`config.mk`:
```
export PLATFORM = sky130hd
export DESIGN_NAME = ptc_top
export DESIGN_NICKNAME = d
export VERILOG_FILES = /design/src/inc/ptc_pkg.sv /design/src/hw/ptc_top.sv
export VERILOG_INCLUDE_DIRS = /design/src /design/src/inc
export SDC_FILE = /design/constraint.sdc
export NUM_CORES = 1
export LEC_CHECK = 0
export BUFFER_PORTS_ARGS = -buffer_cell sky130_fd_sc_hd__buf_2
export CAP_MARGIN = 20
export CORE_ASPECT_RATIO = 1.25
export CORE_MARGIN = 10
export CORE_UTILIZATION = 45
export DETAILED_ROUTE_END_ITERATION = 12
export PLACE_DENSITY = 0.8
export SYNTH_ARGS = -nofsm -noshare
export SYNTH_HDL_FRONTEND = slang
export SYNTH_SLANG_ARGS = --single-unit
```
`constraint.sdc`:
```
create_clock -name aclk -period 5.4 [get_ports aclk]
set_input_delay 0 -clock aclk [delete_from_list [all_inputs] [get_ports aclk]]
set_output_delay 0 -clock aclk [all_outputs]
set_load 0.01 [all_outputs]
```
`src/inc/ptc_consts.svh`:
```
// register map, field positions, reset values and widths of the periodic timer
//
// How it works
// - mode field: 00 compare, 01 undefined, 10 pwm/single pulse, 11 timer
// - compare A match in compare mode: keep, drive low, drive high, toggle
// - pwm mode pin function: inactive, active, pwm waveform, single pulse
// - no pin change when the requested level equals the initial level
// - level bit: pwm active level, pulse start level, unused in timer
// - invert bit flips the output pin, ignored in timer/counter mode
// - clear select 0 clears on P match or overflow, 1 clears on A match
// - overflow clear under clear select 0 only when period is all zero
// - clear select bit is ignored in pwm and single pulse modes
// - counter readable as low byte and zero-padded high byte, read-only
// - compare A value held in two read/write bytes, reset to zero
// - period value held in two read/write bytes, reset to zero
// - compare mode with clear select 0 raises both A and P flags
// - clear select 1 clears on A match and never raises the P flag
// - compare A zero: counter overflows at maximum, no A flag
// - in compare mode only an A flag changes the pin, P leaves it alone
// - rising counter_on sets the pin to the initial level in compare mode
// - timer/counter mode does not drive the pin, counts like compare mode
// - rising counter_on clears the counter, falling stops and keeps it
// - pause bit holds the count, clearing it resumes from there
`ifndef PTC_CONSTS_SVH
`define PTC_CONSTS_SVH

// ---------------------------------------------------------------------------
// register byte addresses
// ---------------------------------------------------------------------------
`define PTC_ADDR_W 6
`define PTC_OFS_RUN_CONTROL 6'h00
`define PTC_OFS_MODE_PIN 6'h04
`define PTC_OFS_CNT_LOW 6'h08
`define PTC_OFS_CNT_HIGH 6'h0C
`define PTC_OFS_CMPA_LOW 6'h10
`define PTC_OFS_CMPA_HIGH 6'h14
`define PTC_OFS_PER_LOW 6'h18
`define PTC_OFS_PER_HIGH 6'h1C
`define PTC_OFS_FLAGS 6'h20

// ---------------------------------------------------------------------------
// field positions
// ---------------------------------------------------------------------------
`define PTC_BIT_PAUSE 7
`define PTC_BIT_ON 3
`define PTC_BIT_MODE_HI 7
`define PTC_BIT_MODE_LO 6
`define PTC_BIT_PIN_HI 5
`define PTC_BIT_PIN_LO 4
`define PTC_BIT_LEVEL 3
`define PTC_BIT_INVERT 2
`define PTC_BIT_CLRSEL 0
`define PTC_BIT_FLAG_A 0
`define PTC_BIT_FLAG_P 1

// ---------------------------------------------------------------------------
// reset values, widths and bus answers
// ---------------------------------------------------------------------------
`define PTC_RST_BYTE 8'h00
`define PTC_CNT_W_DEFAULT 10
`define PTC_RESP_OKAY 2'h0
`define PTC_RESP_SLVERR 2'h2

`endif

```
`src/inc/ptc_pkg.sv`:
```
// types shared by the periodic timer design
package ptc_pkg;

    typedef logic [5:0] ptc_addr_t;

    typedef enum logic [1:0] {
        PTC_MODE_CMP = 2'b00,
        PTC_MODE_UNDEF = 2'b01,
        PTC_MODE_PWM = 2'b10,
        PTC_MODE_TMR = 2'b11
    } ptc_mode_e;

    typedef enum logic [1:0] {
        PTC_PIN_KEEP = 2'b00,
        PTC_PIN_LOW = 2'b01,
        PTC_PIN_HIGH = 2'b10,
        PTC_PIN_TOGGLE = 2'b11
    } ptc_pin_e;

endpackage

```
`src/hw/ptc_top.sv`:
```
// periodic timer with compare output, pwm/single pulse and axi4-lite registers
//
// The placing of the registers and the AXI4-Lite register port were left to the implementer.
`timescale 1ns/10ps
`default_nettype none
`include "ptc_consts.svh"

module ptc_top #(
    parameter int CNT_W = `PTC_CNT_W_DEFAULT
) (
    input wire logic aclk,
    input wire logic aresetn,
    input wire ptc_pkg::ptc_addr_t s_axi_awaddr,
    input wire logic [2:0] s_axi_awprot,
    input wire logic s_axi_awvalid,
    output logic s_axi_awready,
    input wire logic [31:0] s_axi_wdata,
    input wire logic [3:0] s_axi_wstrb,
    input wire logic s_axi_wvalid,
    output logic s_axi_wready,
    output logic [1:0] s_axi_bresp,
    output logic s_axi_bvalid,
    input wire logic s_axi_bready,
    input wire ptc_pkg::ptc_addr_t s_axi_araddr,
    input wire logic [2:0] s_axi_arprot,
    input wire logic s_axi_arvalid,
    output logic s_axi_arready,
    output logic [31:0] s_axi_rdata,
    output logic [1:0] s_axi_rresp,
    output logic s_axi_rvalid,
    input wire logic s_axi_rready,
    output logic timer_output_pin,
    output logic timer_output_pin_oe
);
    import ptc_pkg::*;

    // -----------------------------------------------------------------------
    // state
    // -----------------------------------------------------------------------
    logic run_ctrl_reg_pause;
    logic counter_on_reg;
    logic [7:0] mode_pin_control_reg;
    logic [CNT_W-1:0] cnt_reg;
    logic [CNT_W-1:0] cmp_a_reg;
    logic [CNT_W-1:0] period_reg;
    logic compare_a_flag_reg;
    logic compare_p_flag_reg;
    logic on_prev_reg;
    logic cm_level_reg;
    logic aw_have_reg;
    logic w_have_reg;
    ptc_addr_t aw_addr_reg;
    logic [7:0] w_byte_reg;
    logic w_lane_reg;

    // -----------------------------------------------------------------------
    // decoded fields and counter events
    // -----------------------------------------------------------------------
    ptc_mode_e mode_field;
    ptc_pin_e pin_function_field;
    logic output_level_control;
    logic output_invert;
    logic clear_source_select;
    logic on_rise;
    logic tick;
    logic [CNT_W-1:0] cnt_inc;
    logic a_hit;
    logic p_hit;
    logic single_pulse;
    logic cmp_like;
    logic clr_cnt;
    logic p_flag_set;
    logic pwm_raw;
    logic pin_next;
    logic pin_oe_next;
    logic wr_fire;
    logic wr_ok;
    logic [7:0] rd_byte;
    logic rd_ok;
    logic [15:0] cnt16;
    logic [15:0] cmp_a16;
    logic [15:0] period16;

    // mode and pin function decode
    assign mode_field = ptc_mode_e'(mode_pin_control_reg[`PTC_BIT_MODE_HI:
        `PTC_BIT_MODE_LO]);
    assign pin_function_field = ptc_pin_e'(
        mode_pin_control_reg[`PTC_BIT_PIN_HI:`PTC_BIT_PIN_LO]);
    assign output_level_control = mode_pin_control_reg[`PTC_BIT_LEVEL];
    assign output_invert = mode_pin_control_reg[`PTC_BIT_INVERT];
    assign clear_source_select = mode_pin_control_reg[`PTC_BIT_CLRSEL];

    // counter advances only while on, not paused and not restarting
    assign on_rise = counter_on_reg & ~on_prev_reg;
    assign tick = counter_on_reg & ~on_prev_reg ? 1'b0
                : counter_on_reg & ~run_ctrl_reg_pause;
    assign cnt_inc = CNT_W'(cnt_reg + 1'b1);

    // a match is the count reaching the compare value; zero never matches
    assign a_hit = tick && (cnt_inc == cmp_a_reg)
                   && (cmp_a_reg != '0);
    // period zero matches at the wrap from maximum, i.e. overflow
    assign p_hit = tick && (cnt_inc == period_reg);
    assign single_pulse = (mode_field == PTC_MODE_PWM)
                          && (pin_function_field == PTC_PIN_TOGGLE);
    assign cmp_like = (mode_field != PTC_MODE_PWM);

    // clear source choice, ignored in pwm and single pulse
    always_comb begin
        if (single_pulse) begin
            clr_cnt = 1'b0;
        end else if (cmp_like && clear_source_select) begin
            clr_cnt = a_hit;
        end else begin
            clr_cnt = p_hit;
        end
    end

    // p flag suppressed when compare A is the clear source
    assign p_flag_set = p_hit && !single_pulse
                        && !(cmp_like && clear_source_select);

    // pwm duty: active while the count is below compare A
    assign pwm_raw = counter_on_reg && (cnt_reg < cmp_a_reg);

    // -----------------------------------------------------------------------
    // counter
    // -----------------------------------------------------------------------
    // restart to zero, hold while off or paused, else count or clear
    always_ff @(posedge aclk) begin
        if (!aresetn) begin
            cnt_reg <= '0;
        end else if (on_rise) begin
            cnt_reg <= '0;
        end else if (tick) begin
            cnt_reg <= clr_cnt ? '0 : cnt_inc;
        end
    end

    // edge detector for counter_on
    always_ff @(posedge aclk) begin
        if (!aresetn) begin
            on_prev_reg <= 1'b0;
        end else begin
            on_prev_reg <= counter_on_reg;
        end
    end

    // -----------------------------------------------------------------------
    // run control: pause and counter_on
    // -----------------------------------------------------------------------
    // single pulse ends on compare A by dropping counter_on; a software
    // write in the same cycle wins over that clear
    always_ff @(posedge aclk) begin
        if (!aresetn) begin
            run_ctrl_reg_pause <= 1'b0;
            counter_on_reg <= 1'b0;
        end else if (wr_fire && w_lane_reg
                     && aw_addr_reg == `PTC_OFS_RUN_CONTROL) begin
            run_ctrl_reg_pause <= w_byte_reg[`PTC_BIT_PAUSE];
            counter_on_reg <= w_byte_reg[`PTC_BIT_ON];
        end else if (single_pulse && a_hit) begin
            counter_on_reg <= 1'b0;
        end
    end

    // -----------------------------------------------------------------------
    // configuration and compare registers
    // -----------------------------------------------------------------------
    // byte writes; high bytes keep only the implemented bits
    always_ff @(posedge aclk) begin
        if (!aresetn) begin
            mode_pin_control_reg <= `PTC_RST_BYTE;
            cmp_a_reg <= '0;
            period_reg <= '0;
        end else if (wr_fire && w_lane_reg) begin
            unique case (aw_addr_reg)
                `PTC_OFS_MODE_PIN: begin
                    mode_pin_control_reg <= w_byte_reg;
                end
                `PTC_OFS_CMPA_LOW: begin
                    cmp_a_reg[7:0] <= w_byte_reg;
                end
                `PTC_OFS_CMPA_HIGH: begin
                    cmp_a_reg[CNT_W-1:8] <= w_byte_reg[CNT_W-9:0];
                end
                `PTC_OFS_PER_LOW: begin
                    period_reg[7:0] <= w_byte_reg;
                end
                `PTC_OFS_PER_HIGH: begin
                    period_reg[CNT_W-1:8] <= w_byte_reg[CNT_W-9:0];
                end
                default: begin
                end
            endcase
        end
    end

    // -----------------------------------------------------------------------
    // match flags
    // -----------------------------------------------------------------------
    // sticky flags, write one to clear, a new match wins over the clear
    always_ff @(posedge aclk) begin
        if (!aresetn) begin
            compare_a_flag_reg <= 1'b0;
            compare_p_flag_reg <= 1'b0;
        end else begin
            if (a_hit) begin
                compare_a_flag_reg <= 1'b1;
            end else if (wr_fire && w_lane_reg
                         && aw_addr_reg == `PTC_OFS_FLAGS
                         && w_byte_reg[`PTC_BIT_FLAG_A]) begin
                compare_a_flag_reg <= 1'b0;
            end
            if (p_flag_set) begin
                compare_p_flag_reg <= 1'b1;
            end else if (wr_fire && w_lane_reg
                         && aw_addr_reg == `PTC_OFS_FLAGS
                         && w_byte_reg[`PTC_BIT_FLAG_P]) begin
                compare_p_flag_reg <= 1'b0;
            end
        end
    end

    // -----------------------------------------------------------------------
    // output pin
    // -----------------------------------------------------------------------
    // compare mode level: initial level on start, then acted on by A match
    always_ff @(posedge aclk) begin
        if (!aresetn) begin
            cm_level_reg <= 1'b0;
        end else if (on_rise) begin
            cm_level_reg <= output_level_control;
        end else if (a_hit && mode_field == PTC_MODE_CMP) begin
            unique case (pin_function_field)
                PTC_PIN_KEEP: cm_level_reg <= cm_level_reg;
                PTC_PIN_LOW: cm_level_reg <= 1'b0;
                PTC_PIN_HIGH: cm_level_reg <= 1'b1;
                PTC_PIN_TOGGLE: cm_level_reg <= ~cm_level_reg;
            endcase
        end
    end

    // pin level per mode before the register stage
    always_comb begin
        pin_next = 1'b0;
        pin_oe_next = 1'b1;
        unique case (mode_field)
            PTC_MODE_CMP, PTC_MODE_UNDEF: begin
                pin_next = cm_level_reg ^ output_invert;
            end
            PTC_MODE_PWM: begin
                unique case (pin_function_field)
                    PTC_PIN_KEEP: pin_next = ~output_level_control;
                    PTC_PIN_LOW: pin_next = output_level_control;
                    PTC_PIN_HIGH: pin_next = pwm_raw
                        ? output_level_control
                        : ~output_level_control;
                    PTC_PIN_TOGGLE: pin_next = counter_on_reg
                        ? output_level_control
                        : ~output_level_control;
                endcase
                pin_next = pin_next ^ output_invert;
            end
            PTC_MODE_TMR: begin
                pin_oe_next = 1'b0;
            end
        endcase
    end

    // registered pin drive
    always_ff @(posedge aclk) begin
        if (!aresetn) begin
            timer_output_pin <= 1'b0;
            timer_output_pin_oe <= 1'b0;
        end else begin
            timer_output_pin <= pin_next;
            timer_output_pin_oe <= pin_oe_next;
        end
    end

    // -----------------------------------------------------------------------
    // axi4-lite write channel
    // -----------------------------------------------------------------------
    // address and data are caught separately, the write fires once both are
    // held and no response is pending
    assign wr_fire = aw_have_reg && w_have_reg && !s_axi_bvalid;
    assign wr_ok = (aw_addr_reg[1:0] == 2'b00)
                   && (aw_addr_reg <= `PTC_OFS_FLAGS);

    // address catch
    always_ff @(posedge aclk) begin
        if (!aresetn) begin
            aw_have_reg <= 1'b0;
            aw_addr_reg <= '0;
            s_axi_awready <= 1'b0;
        end else begin
            if (s_axi_awvalid && s_axi_awready) begin
                aw_have_reg <= 1'b1;
                aw_addr_reg <= s_axi_awaddr;
            end else if (wr_fire) begin
                aw_have_reg <= 1'b0;
            end
            s_axi_awready <= !aw_have_reg && !(s_axi_awvalid
                                                && s_axi_awready);
        end
    end

    // data catch; only byte lane 0 carries register data
    always_ff @(posedge aclk) begin
        if (!aresetn) begin
            w_have_reg <= 1'b0;
            w_byte_reg <= `PTC_RST_BYTE;
            w_lane_reg <= 1'b0;
            s_axi_wready <= 1'b0;
        end else begin
            if (s_axi_wvalid && s_axi_wready) begin
                w_have_reg <= 1'b1;
                w_byte_reg <= s_axi_wdata[7:0];
                w_lane_reg <= s_axi_wstrb[0];
            end else if (wr_fire) begin
                w_have_reg <= 1'b0;
            end
            s_axi_wready <= !w_have_reg && !(s_axi_wvalid
                                              && s_axi_wready);
        end
    end

    // write response
    always_ff @(posedge aclk) begin
        if (!aresetn) begin
            s_axi_bvalid <= 1'b0;
            s_axi_bresp <= `PTC_RESP_OKAY;
        end else if (wr_fire) begin
            s_axi_bvalid <= 1'b1;
            s_axi_bresp <= wr_ok ? `PTC_RESP_OKAY : `PTC_RESP_SLVERR;
        end else if (s_axi_bready) begin
            s_axi_bvalid <= 1'b0;
        end
    end

    // -----------------------------------------------------------------------
    // axi4-lite read channel
    // -----------------------------------------------------------------------
    assign cnt16 = 16'(cnt_reg);
    assign cmp_a16 = 16'(cmp_a_reg);
    assign period16 = 16'(period_reg);

    // read mux; unimplemented high bits read as zero
    always_comb begin
        rd_byte = 8'h00;
        rd_ok = 1'b1;
        unique case (s_axi_araddr)
            `PTC_OFS_RUN_CONTROL: begin
                rd_byte[`PTC_BIT_PAUSE] = run_ctrl_reg_pause;
                rd_byte[`PTC_BIT_ON] = counter_on_reg;
            end
            `PTC_OFS_MODE_PIN: rd_byte = mode_pin_control_reg;
            `PTC_OFS_CNT_LOW: rd_byte = cnt16[7:0];
            `PTC_OFS_CNT_HIGH: rd_byte = cnt16[15:8];
            `PTC_OFS_CMPA_LOW: rd_byte = cmp_a16[7:0];
            `PTC_OFS_CMPA_HIGH: rd_byte = cmp_a16[15:8];
            `PTC_OFS_PER_LOW: rd_byte = period16[7:0];
            `PTC_OFS_PER_HIGH: rd_byte = period16[15:8];
            `PTC_OFS_FLAGS: begin
                rd_byte[`PTC_BIT_FLAG_A] = compare_a_flag_reg;
                rd_byte[`PTC_BIT_FLAG_P] = compare_p_flag_reg;
            end
            default: rd_ok = 1'b0;
        endcase
    end

    // read address accept and data return
    always_ff @(posedge aclk) begin
        if (!aresetn) begin
            s_axi_arready <= 1'b0;
            s_axi_rvalid <= 1'b0;
            s_axi_rdata <= 32'h00000000;
            s_axi_rresp <= `PTC_RESP_OKAY;
        end else begin
            if (s_axi_arvalid && s_axi_arready) begin
                s_axi_rvalid <= 1'b1;
                s_axi_rdata <= {24'h000000, rd_byte};
                s_axi_rresp <= rd_ok ? `PTC_RESP_OKAY : `PTC_RESP_SLVERR;
            end else if (s_axi_rready) begin
                s_axi_rvalid <= 1'b0;
            end
            s_axi_arready <= !s_axi_rvalid && !s_axi_arready
                             && s_axi_arvalid;
        end
    end

endmodule // ptc_top
`default_nettype wire

```
==> summary.txt, run 1 <==
Placed design
  – DP Wirelength: about 10 mm
  – PortBufs: between 40 and 50
  – Routability cong.: around 0.93
  – Worst slack at placement: 2155 ps

Route
  – DRC violations left: 0
  – DRT iter0 DRCs: between 300 and 400
  – Wirelength per Cell: 18.16 um
  – Via count: about 4300
  – DR pass1 iterations: 5
  – DR vias/cell: around 5.8
  – ANT nets after route: 0
  – Post-Route WL: between 10 and 15 mm

STA
  – Final WS setup: ~2100 ps
  – RSZ-0062 raised after global routing: no
  – Slew Limit Fails: 0
  – Tmin final: 3312 ps
  – Transition time of the tightest slew-check pin: slightly above 1000 ps
  – Final clock skew: slightly above 10 ps
  – Final setup fails: 0
  – Post-route setup TNS: 0 ps
  – Final Hold Viols: 0
  – Crit share post-route: 61.33%
  – Hold Slack: around 32 ps
  – Fmax: ~0.3 GHz
  – Slew margin rel.: a little under a third

CTS
  – CTS tree: built
  – Sink Count: 78
  – Post-CTS Resized: 0
  – Worst-case clock buffer depth: 2
  – CTS Hold Bufs: 23
  – CTS clk-pin slew, worst paths: about 60 ps
  – Htree depth: 3
  – Clock root buffer: clkbuf_16
  – Post-CTS Setup Bufs: 0
  – CTS buffer count: 9
  – Clock latency on the worst-skew pair: around 340 ps

Setup path
  – Crit-path slowest cell: dfxtp_1
  – Critical Path End Type: register
  – Worst Path Arrival: ~3500 ps
  – Worst path max stage delay: 470 ps
  – CP most frequent cell: a221o_1
  – Critical path peak fanout: 12
  – Worst EP required: 5630 ps
  – Worst path top cell family by delay: simple AND/OR/NAND/NOR gates
  – Cells along the critical path: ha_1 -> and4_1 -> nand2_1 -> a221o_1 -> nor4_2 -> a32oi_1 -> and3_1 -> a221o_1
  – CP bufs+invs: 0
  – Worst Setup Start Kind: register
  – WS Path Type: register to register

Die
  – Starting Density: between 40% and 50%
  – Area of the die: ~15000 um^2
  – I/O Pins: about 100
  – Die height: approximately 130 um
  – FP Rows: between 40 and 50
  – Die width: 110.3 um
  – CORE AREA: ~10000 um^2

Synth
  – Synth warnings: 0
  – Post-synthesis sequential area ratio: approximately 34%
  – Synth top cells by count: dfxtp_1, nor2_1, nand2_1
  – Cell taking the most area after synthesis: dfxtp_1
  – Syn Inst Count: between 500 and 600
  – Distinct cells, synth: 58
  – Post-Syn Area per Cell: just over 8 um^2
  – Mapped Area: between 4000 and 5000 um^2
  – Largest cells by area after synthesis: dfxtp_1, mux2i_1, buf_4
  – #FFs+latches synth: ~80
  – Synth top area share: about 34%
  – Post-synth EDFFs: 0
  – Asr flop ratio synth: 0%
  – Synth Flop Type: dfxtp_1
  – Most frequent cell after synthesis: dfxtp_1

Global route
  – Met3 GRT Util: 3.013%
  – Met2 Use GR: around 31%
  – Gr usage total: a little under a fifth
  – First-pass GRT wire length: 21.63 mm
  – Largest net degree at the start of global routing: 60
  – GRT overflow: 0
  – Initial antenna violation count: 1
  – Most Used Layer, Global Route: met2
  – M1 GR Usage: 21.55%
  – Vias in the first global route: between 4000 and 5000

Hold path
  – Hold crit path type: primary input to register

Cells and area
  – Area delta synth->final: 15.84%
  – Nets@finish: 680
  – Share of layout cells above drive strength 1: a little under an eighth

Power and ir drop
  – Flop pwr share: around 45%
  – Switching power: ~320 uW
  – Switching part of the total: 23.59%
  – VDD IR max: about 0.00029 V
  – Static Leak: 0.002081 uW
  – Clock power share: around half
  – Total power: approximately 1300 uW
  – Combinational share of power: 6.7%
  – P per Cell Area: around 250 nW/um^2
  – Internal power: ~1000 uW

Run
  – Max-cap violations: 0

Run status
  – Outcome: finished clean
worst register-to-register path, delay by kind of cell, from the launching register on:
family / cells / cell delay (ps)
compound gates: 3 / 1140
fa+ha+maj: 1 / 350
flops: 1 / 470
simple gates: 4 / 1230
final cells by class:
class | instances | area (um^2)
multi-input cells | 431 | 2729
clock inverters | 7 | 97.59
well taps | 129 | 161.4
fillers | 933 | 4737
diodes | 1 | 2.502
clock buffers | 9 | 225.2
inverters | 18 | 67.56
repair buffers | 70 | 473.0
flip-flops and latches | 78 | 1562
power by group through the flow:
stage               sequential, uW  clock (uW)  combinational, uW
floorplan                      610           0               61.6
global placement               610           0               72.5
detailed placement             611           0               74.6
CTS                            598         661               87.2
global route                   600         682               99.0
finish                         599         657               89.7
path summary, 6_finish.rpt:
check | endpoint | start | slack (ps) | depth (start not counted)
min reg2reg | s_axi_arready | s_axi_arready | 450 | 1
max reg2reg | cnt_reg[3] | cnt_reg[0] | 2090 | 8
min | aw_addr_reg[3] | s_axi_awvalid | 30 | 3
max | cnt_reg[3] | cnt_reg[0] | 2090 | 8
metal layers:
| layer | part of all wire [%] | routed length [um] |
|---|---|---|
| met1 | 40 | 5400 |
| met2 | 51 | 6856 |
| met3 | 5.5 | 739 |
| met4 | 3.7 | 498 |
| met5 | 0 | 0 |
through the flow:
stage | utilization (%) | area (um^2) | cells
final | 52.89 | 5318 | 743
after global routing | 52.89 | 5318 | 743
after CTS | 52.86 | 5315 | 742
after detailed placement | 47.36 | 4762 | 703
after global placement | 47.29 | 4755 | 702
after floorplan | - | 4684 | 582
cell usage in the layout (no fill, tap or decap), types with 4 or more instances in the layout:
cell type,Yosys,final
o31ai_1,4,4
and4_1,4,4
a22oi_1,10,10
buf_2,2,44
o21ai_0,17,17
inv_1,17,17
and3_1,13,13
xor2_1,11,11
dlygate4sd3_1,0,23
nand2_1,53,53
a21oi_1,43,43
a32oi_1,4,4
a31oi_1,4,4
o2111ai_1,4,4
or3_1,8,8
nor2b_1,8,8
and2_1,6,6
conb_1,1,26
nand2b_1,9,9
ha_1,11,11
dfxtp_1,78,78
clkbuf_16,0,9
nand4_1,6,6
a21o_1,4,4
nor3_1,12,12
nor4_1,4,4
a22o_1,6,6
xnor2_1,10,10
nand3_1,18,18
mux2i_1,36,36
nor2_1,58,58
o21a_1,4,4
a221o_1,4,4
kinds of logic (layout without fill, tap and decap cells):
| logic type | count (synthesis) | after routing | share of synthesized area [%] |
|---|---|---|---|
| XOR/XNOR | 23 | 23 | 5.042 |
| AO/OA/AOI/OAI | 119 | 119 | 17.23 |
| flip-flops | 78 | 78 | 34.01 |
| buffers and inverters | 73 | 104 | 8.722 |
| other | 1 | 27 | 0.08169 |
| AND/OR/NAND/NOR | 214 | 214 | 23.58 |
| multiplexers | 38 | 38 | 8.340 |
| adder cells (fa/ha/maj) | 11 | 11 | 2.998 |
Note: power is estimated with default switching activity, not from simulation.
==> run 2: changes to the inputs <==
Clock period 5.4 ns to 3.1 ns, I/O delays scaled along.
==> run 2 against run 1 <==
  * Register-to-register slack lost 1900 ps
  * Via count grew 3.2%
  * Utilization grew 1.3 points
  * Non-clock buffer count grew 20
==> summary.txt, run 2 (synthesis results as in run 1) <==
STA
  – Slew Limit Fails: 0
  – Tmin final: 2879 ps
  – Post-route setup TNS: 0 ps
  – Final clock skew: between 5 and 6 ps
  – Final Hold Viols: 0
  – Fmax: 0.3474 GHz
  – Transition time of the tightest slew-check pin: 762.5 ps
  – RSZ-0062 raised after global routing: no
  – Slew margin rel.: ~49%
  – Crit share post-route: 92.86%
  – Final setup fails: 0
  – Hold Slack: between 70 and 80 ps

CTS
  – Clock root buffer: clkbuf_16
  – CTS clk-pin slew, worst paths: 60 ps
  – Post-CTS Resized: 0
  – CTS tree: built
  – Htree depth: 3
  – Clock latency on the worst-skew pair: 340 ps
  – Worst-case clock buffer depth: 2
  – Sink Count: 78
  – CTS buffer count: 9

Global route
  – Vias in the first global route: 4437
  – First-pass GRT wire length: 21.66 mm
  – Initial antenna violation count: 0
  – GRT overflow: 0
  – Largest net degree at the start of global routing: 60
  – Gr usage total: a little under a fifth

Run status
  – Outcome: finished clean

Placed design
  – PortBufs: 44
  – Routability cong.: around 0.99
  – DP Wirelength: 9.882 mm
  – Dpl cell area: 4905 um^2

Die
  – Starting Density: 45.66%
  – Area of the die: ~15000 um^2
  – I/O Pins: ~100
  – Die height: about 130 um
  – FP Rows: between 40 and 50
  – Die width: 110.3 um
  – CORE AREA: slightly above 10000 um^2

Cells and area
  – Final instance area: 5444 um^2
  – Ant diodes: 0
  – Nets@finish: 700
  – Share of layout cells above drive strength 1: between 10 and 15%
  – Area delta synth->final: 18.59%
  – Filler cells: approximately 900
  – Multi-input logic area: around 2700 um^2
  – Fin util: between 50 and 60%
  – Commonest non-fill, non-tap cell in the layout: dfxtp_1
  – Most frequent cells in the layout: dfxtp_1, nor2_1, nand2_1
  – Flip-flop and latch area: 1562 um^2

Route
  – DR vias/cell: around 5.8
  – Wirelength per Cell: around 18 um
  – Via count: ~4400
  – DRT iter0 DRCs: between 400 and 500
  – DRC violations left: 0
  – Post-Route WL: about 13 mm
  – ANT nets after route: 0
  – DR pass1 iterations: 5

Hold path
  – Hold crit path type: primary input to register
  – Hold path startpoint: aresetn

Setup path
  – Critical Path End Type: register
  – Critical path peak fanout: 7
  – Worst Setup Start Kind: register
  – Crit path from: cnt_reg[1]
  – Reg2Reg Launch Point: cnt_reg[1]
  – Worst EP required: between 3000 and 4000 ps
  – WS Path Type: register to register
  – R2R Setup Slk: around 220 ps
  – Worst Path Arrival: between 3000 and 4000 ps

Power and ir drop
  – Total power: around 2300 uW
  – P per Cell Area: between 400 and 500 nW/um^2
  – VDD IR max: between 0.0004 and 0.0005 V
  – Static Leak: 0.002172 uW

Run
  – Max-cap violations: 0
## run 2: cell types whose count changed in the layout (fill, tap and decap cells not counted), sizes merged
| cell | delta |
|---|---|
| bufinv | -1 |
| buf | +19 |
| clkinvlp | -1 |
| dlygate4sd3 | +1 |
| diode | -1 |
| clkinv | +2 |
## run 2: final timing paths
check,depth (start not counted),endpoint
setup / recovery,9,cnt_reg[4]
hold / removal,2,compare_a_flag_reg
hold reg to reg,1,s_axi_wready
setup reg to reg,9,cnt_reg[4]
## run 2: critical path, stage by stage (launching register included)
cell and delay, ps:
dfxtp_1 440, ha_1 350, and4_1 330, nand2_1 130
xor3_1 210, nor4b_1 430, a32oi_1 230, buf_4 210
and4_1 190, a221o_1 260
## run 2: what timing repair did
| item | 4_1_cts | 5_1_grt |
|---|---|---|
| hold endpoints to repair | 18 | 0 |
| hold buffers | 24 | 0 |
| setup buffers | 0 | 0 |
## run 2: report_power, final
part | switching [uW] | leakage [uW] | internal, uW
Clock | 428 | 0.000146 | 625
Sequential | 20.3 | 0.000632 | 1020
Combinational | 96.7 | 0.00139 | 61.8
## run 2: cell type report
cell class / count / area share, %
clock buffer: 9 / 4.137
sequential: 78 / 28.68
inverter: 18 / 1.241
timing repair buffer: 90 / 11.49
multi-input combinational: 431 / 50.13
clock inverter: 7 / 1.356
tap: 129 / 2.965
## run 2: stage by stage
stage	worst slack, ps	instances
after floorplan	581.1	582
after global placement	399.6	722
after detailed placement	283.0	722
after CTS	267.2	762
after global routing	27.87	762
final	221.2	762
## run 2: layer usage
| metal | share of wire [%] | vias up | global-route usage (%) |
|---|---|---|---|
| met1 | 38 | 2097 | 20.14 |
| met4 | 5.2 | 0 | 12.02 |
| met2 | 50 | 200 | 30.64 |
| met3 | 6.6 | 55 | 3.596 |
| met5 | 0 | - | 0 |
| li1 | - | 2079 | - |
==> run 3: changes to the inputs <==
--- a/config.mk
+++ b/config.mk
@@ -15,2 +15,3 @@
 export PLACE_DENSITY = 0.8
+export SKIP_CTS_REPAIR_TIMING = 1
 export SYNTH_ARGS = -nofsm -noshare
==> constraint.sdc (replaced) <==
create_clock -name aclk -period 3.1 [get_ports aclk]
set_input_delay 0.31 -clock aclk [delete_from_list [all_inputs] [get_ports aclk]]
set_output_delay 0.31 -clock aclk [all_outputs]
set_load 0.01 [all_outputs]
==> run 3 against run 2 <==
  * Power shrank 5.0%
  * Clock power down 8%
  * Largest power group is now registers
  * Combinational power decreased by 15%
  * Die area unchanged
  * Clock-buffer cell count grew 1
==> summary.txt, run 3 (synthesis results as in run 1) <==
Run status
  – Outcome: finished clean

CTS
  – CTS buffer count: 9
  – Worst-case clock buffer depth: 2
  – Clock root buffer: clkbuf_16
  – CTS clk-pin slew, worst paths: roughly 60 ps
  – CTS tree: built
  – Htree depth: 3
  – Clock latency on the worst-skew pair: between 300 and 400 ps
  – Sink Count: 78

Route
  – DR pass1 iterations: 5
  – Wirelength per Cell: around 18 um
  – DRT iter0 DRCs: roughly 340
  – Post-Route WL: approximately 13 mm
  – ANT nets after route: 0
  – DR vias/cell: 5.807
  – Via count: about 4300
  – DRC violations left: 0

Setup path
  – Worst Path Arrival: about 3000 ps
  – R2R Setup Slk: ~280 ps
  – Reg2Reg Launch Point: cnt_reg[2]
  – R2R cell count: 7
  – Worst EP required: 3320 ps
  – Critical Path End Type: register
  – WS Path Type: register to register
  – Reg2reg end: cnt_reg[4]
  – Worst Setup Start Kind: register
  – Critical path peak fanout: 12

Placed design
  – PortBufs: 44
  – DP Wirelength: 9.861 mm
  – Routability cong.: 1.066

Power and ir drop
  – P per Cell Area: slightly above 400 nW/um^2
  – VDD IR max: 0.0004521 V
  – Total power: between 2000 and 2500 uW
  – Static Leak: ~0.002 uW

STA
  – Crit share post-route: between 90% and 100%
  – Final Hold Viols: 0
  – Fmax: ~0.36 GHz
  – Tmin final: 2816 ps
  – RSZ-0062 raised after global routing: no
  – Post-route setup TNS: 0 ps
  – Final clock skew: 6.681 ps
  – Slew Limit Fails: 0
  – Slew margin rel.: between 40% and 50%
  – Final setup fails: 0
  – Transition time of the tightest slew-check pin: slightly below 800 ps

Global route
  – First-pass GRT wire length: approximately 21 mm
  – Initial antenna violation count: 0
  – Largest net degree at the start of global routing: 60
  – Met2 Use GR: between 20% and 30%
  – Gr usage total: 17.69%
  – GRT overflow: 0
  – Most Used Layer, Global Route: met2
  – Vias in the first global route: around 4200
  – Met3 GRT Util: approximately 2.9%
  – M1 GR Usage: about a fifth

Cells and area
  – Nets@finish: 674
  – Commonest non-fill, non-tap cell in the layout: dfxtp_1
  – Area delta synth->final: 12.29%
  – Most frequent cells in the layout: dfxtp_1, nor2_1, nand2_1
  – Ant diodes: 0
  – Share of layout cells above drive strength 1: 14.19%

Die
  – I/O Pins: ~100
  – Die width: between 100 and 150 um
  – Die height: ~130 um
  – FP Rows: slightly above 40
  – CORE AREA: 10050 um^2
  – Area of the die: approximately 15000 um^2
  – Starting Density: between 40% and 50%

Run
  – Max-cap violations: 0

Hold path
  – Hold path cells: 3
  – Hold crit path type: primary input to register
  – Hold path startpoint: s_axi_wdata[0]
  – Hold endpoint: w_byte_reg[0]
[run 3: area by class of cell]
cell class	instances	area, um^2
fillers	980	4900
multi-input cells	431	2729
flip-flops and latches	78	1562
repair buffers	64	370.4
clock buffers	10	229.0
well taps	129	161.4
inverters	18	67.56
clock inverters	5	36.28
[run 3: power breakdown]
| part | total [uW] | switching (uW) | leakage, uW | internal [uW] |
|---|---|---|---|---|
| registers | 1040 | 20.0 | 0.000632 | 1020 |
| clock network | 967 | 428 | 0.000121 | 539 |
| logic | 134 | 90.9 | 0.00130 | 43.1 |
| total | 2140 | 539 | 0.00205 | 1600 |
[run 3: worst max-delay path by stage]
stage / startpoint / endpoint / slack [ps] / depth (start not counted)
2_1_floorplan: cnt_reg[0] / cnt_reg[4] / 580 / 9
3_3_place_gp: cnt_reg[2] / cnt_reg[4] / 350 / 7
3_5_place_dp: cnt_reg[2] / cnt_reg[4] / 350 / 7
4_1_cts: cnt_reg[2] / cnt_reg[4] / 330 / 7
5_1_grt: cnt_reg[2] / cnt_reg[3] / 110 / 7
6_report: cnt_reg[2] / cnt_reg[4] / 280 / 7
[run 3: critical path: stages (launching register included)]
cell     delay (ps)
dfxtp_1         600
and4_1          360
nand2_1         220
xor3_1          250
nor4b_1         400
a32oi_1         230
and3_1          310
a221o_1         340
[run 3: layer usage]
metal / routed length [um] / vias up
met4: 683 / 0
met1: 5076 / 2007
met5: 0 / -
li1: - / 2036
met2: 6349 / 178
met3: 790 / 47
[run 3: per-stage QoR]
| step | setup slack, ps | hold WS (ps) | utilization (%) | cells | instance area (um^2) |
|---|---|---|---|---|---|
| 4_1_cts | 329.5 | 196.5 | 51.27 | 735 | 5155 |
| 6_report | 283.7 | 208.4 | 51.27 | 735 | 5155 |
| 3_5_place_dp | 350.6 | 441.7 | 48.63 | 720 | 4890 |
| 5_1_grt | 106.4 | 205.5 | 51.27 | 735 | 5155 |
| 3_3_place_gp | 354.5 | 426.1 | 48.63 | 720 | 4890 |
| 2_1_floorplan | 581.1 | 409.8 | - | 582 | 4684 |
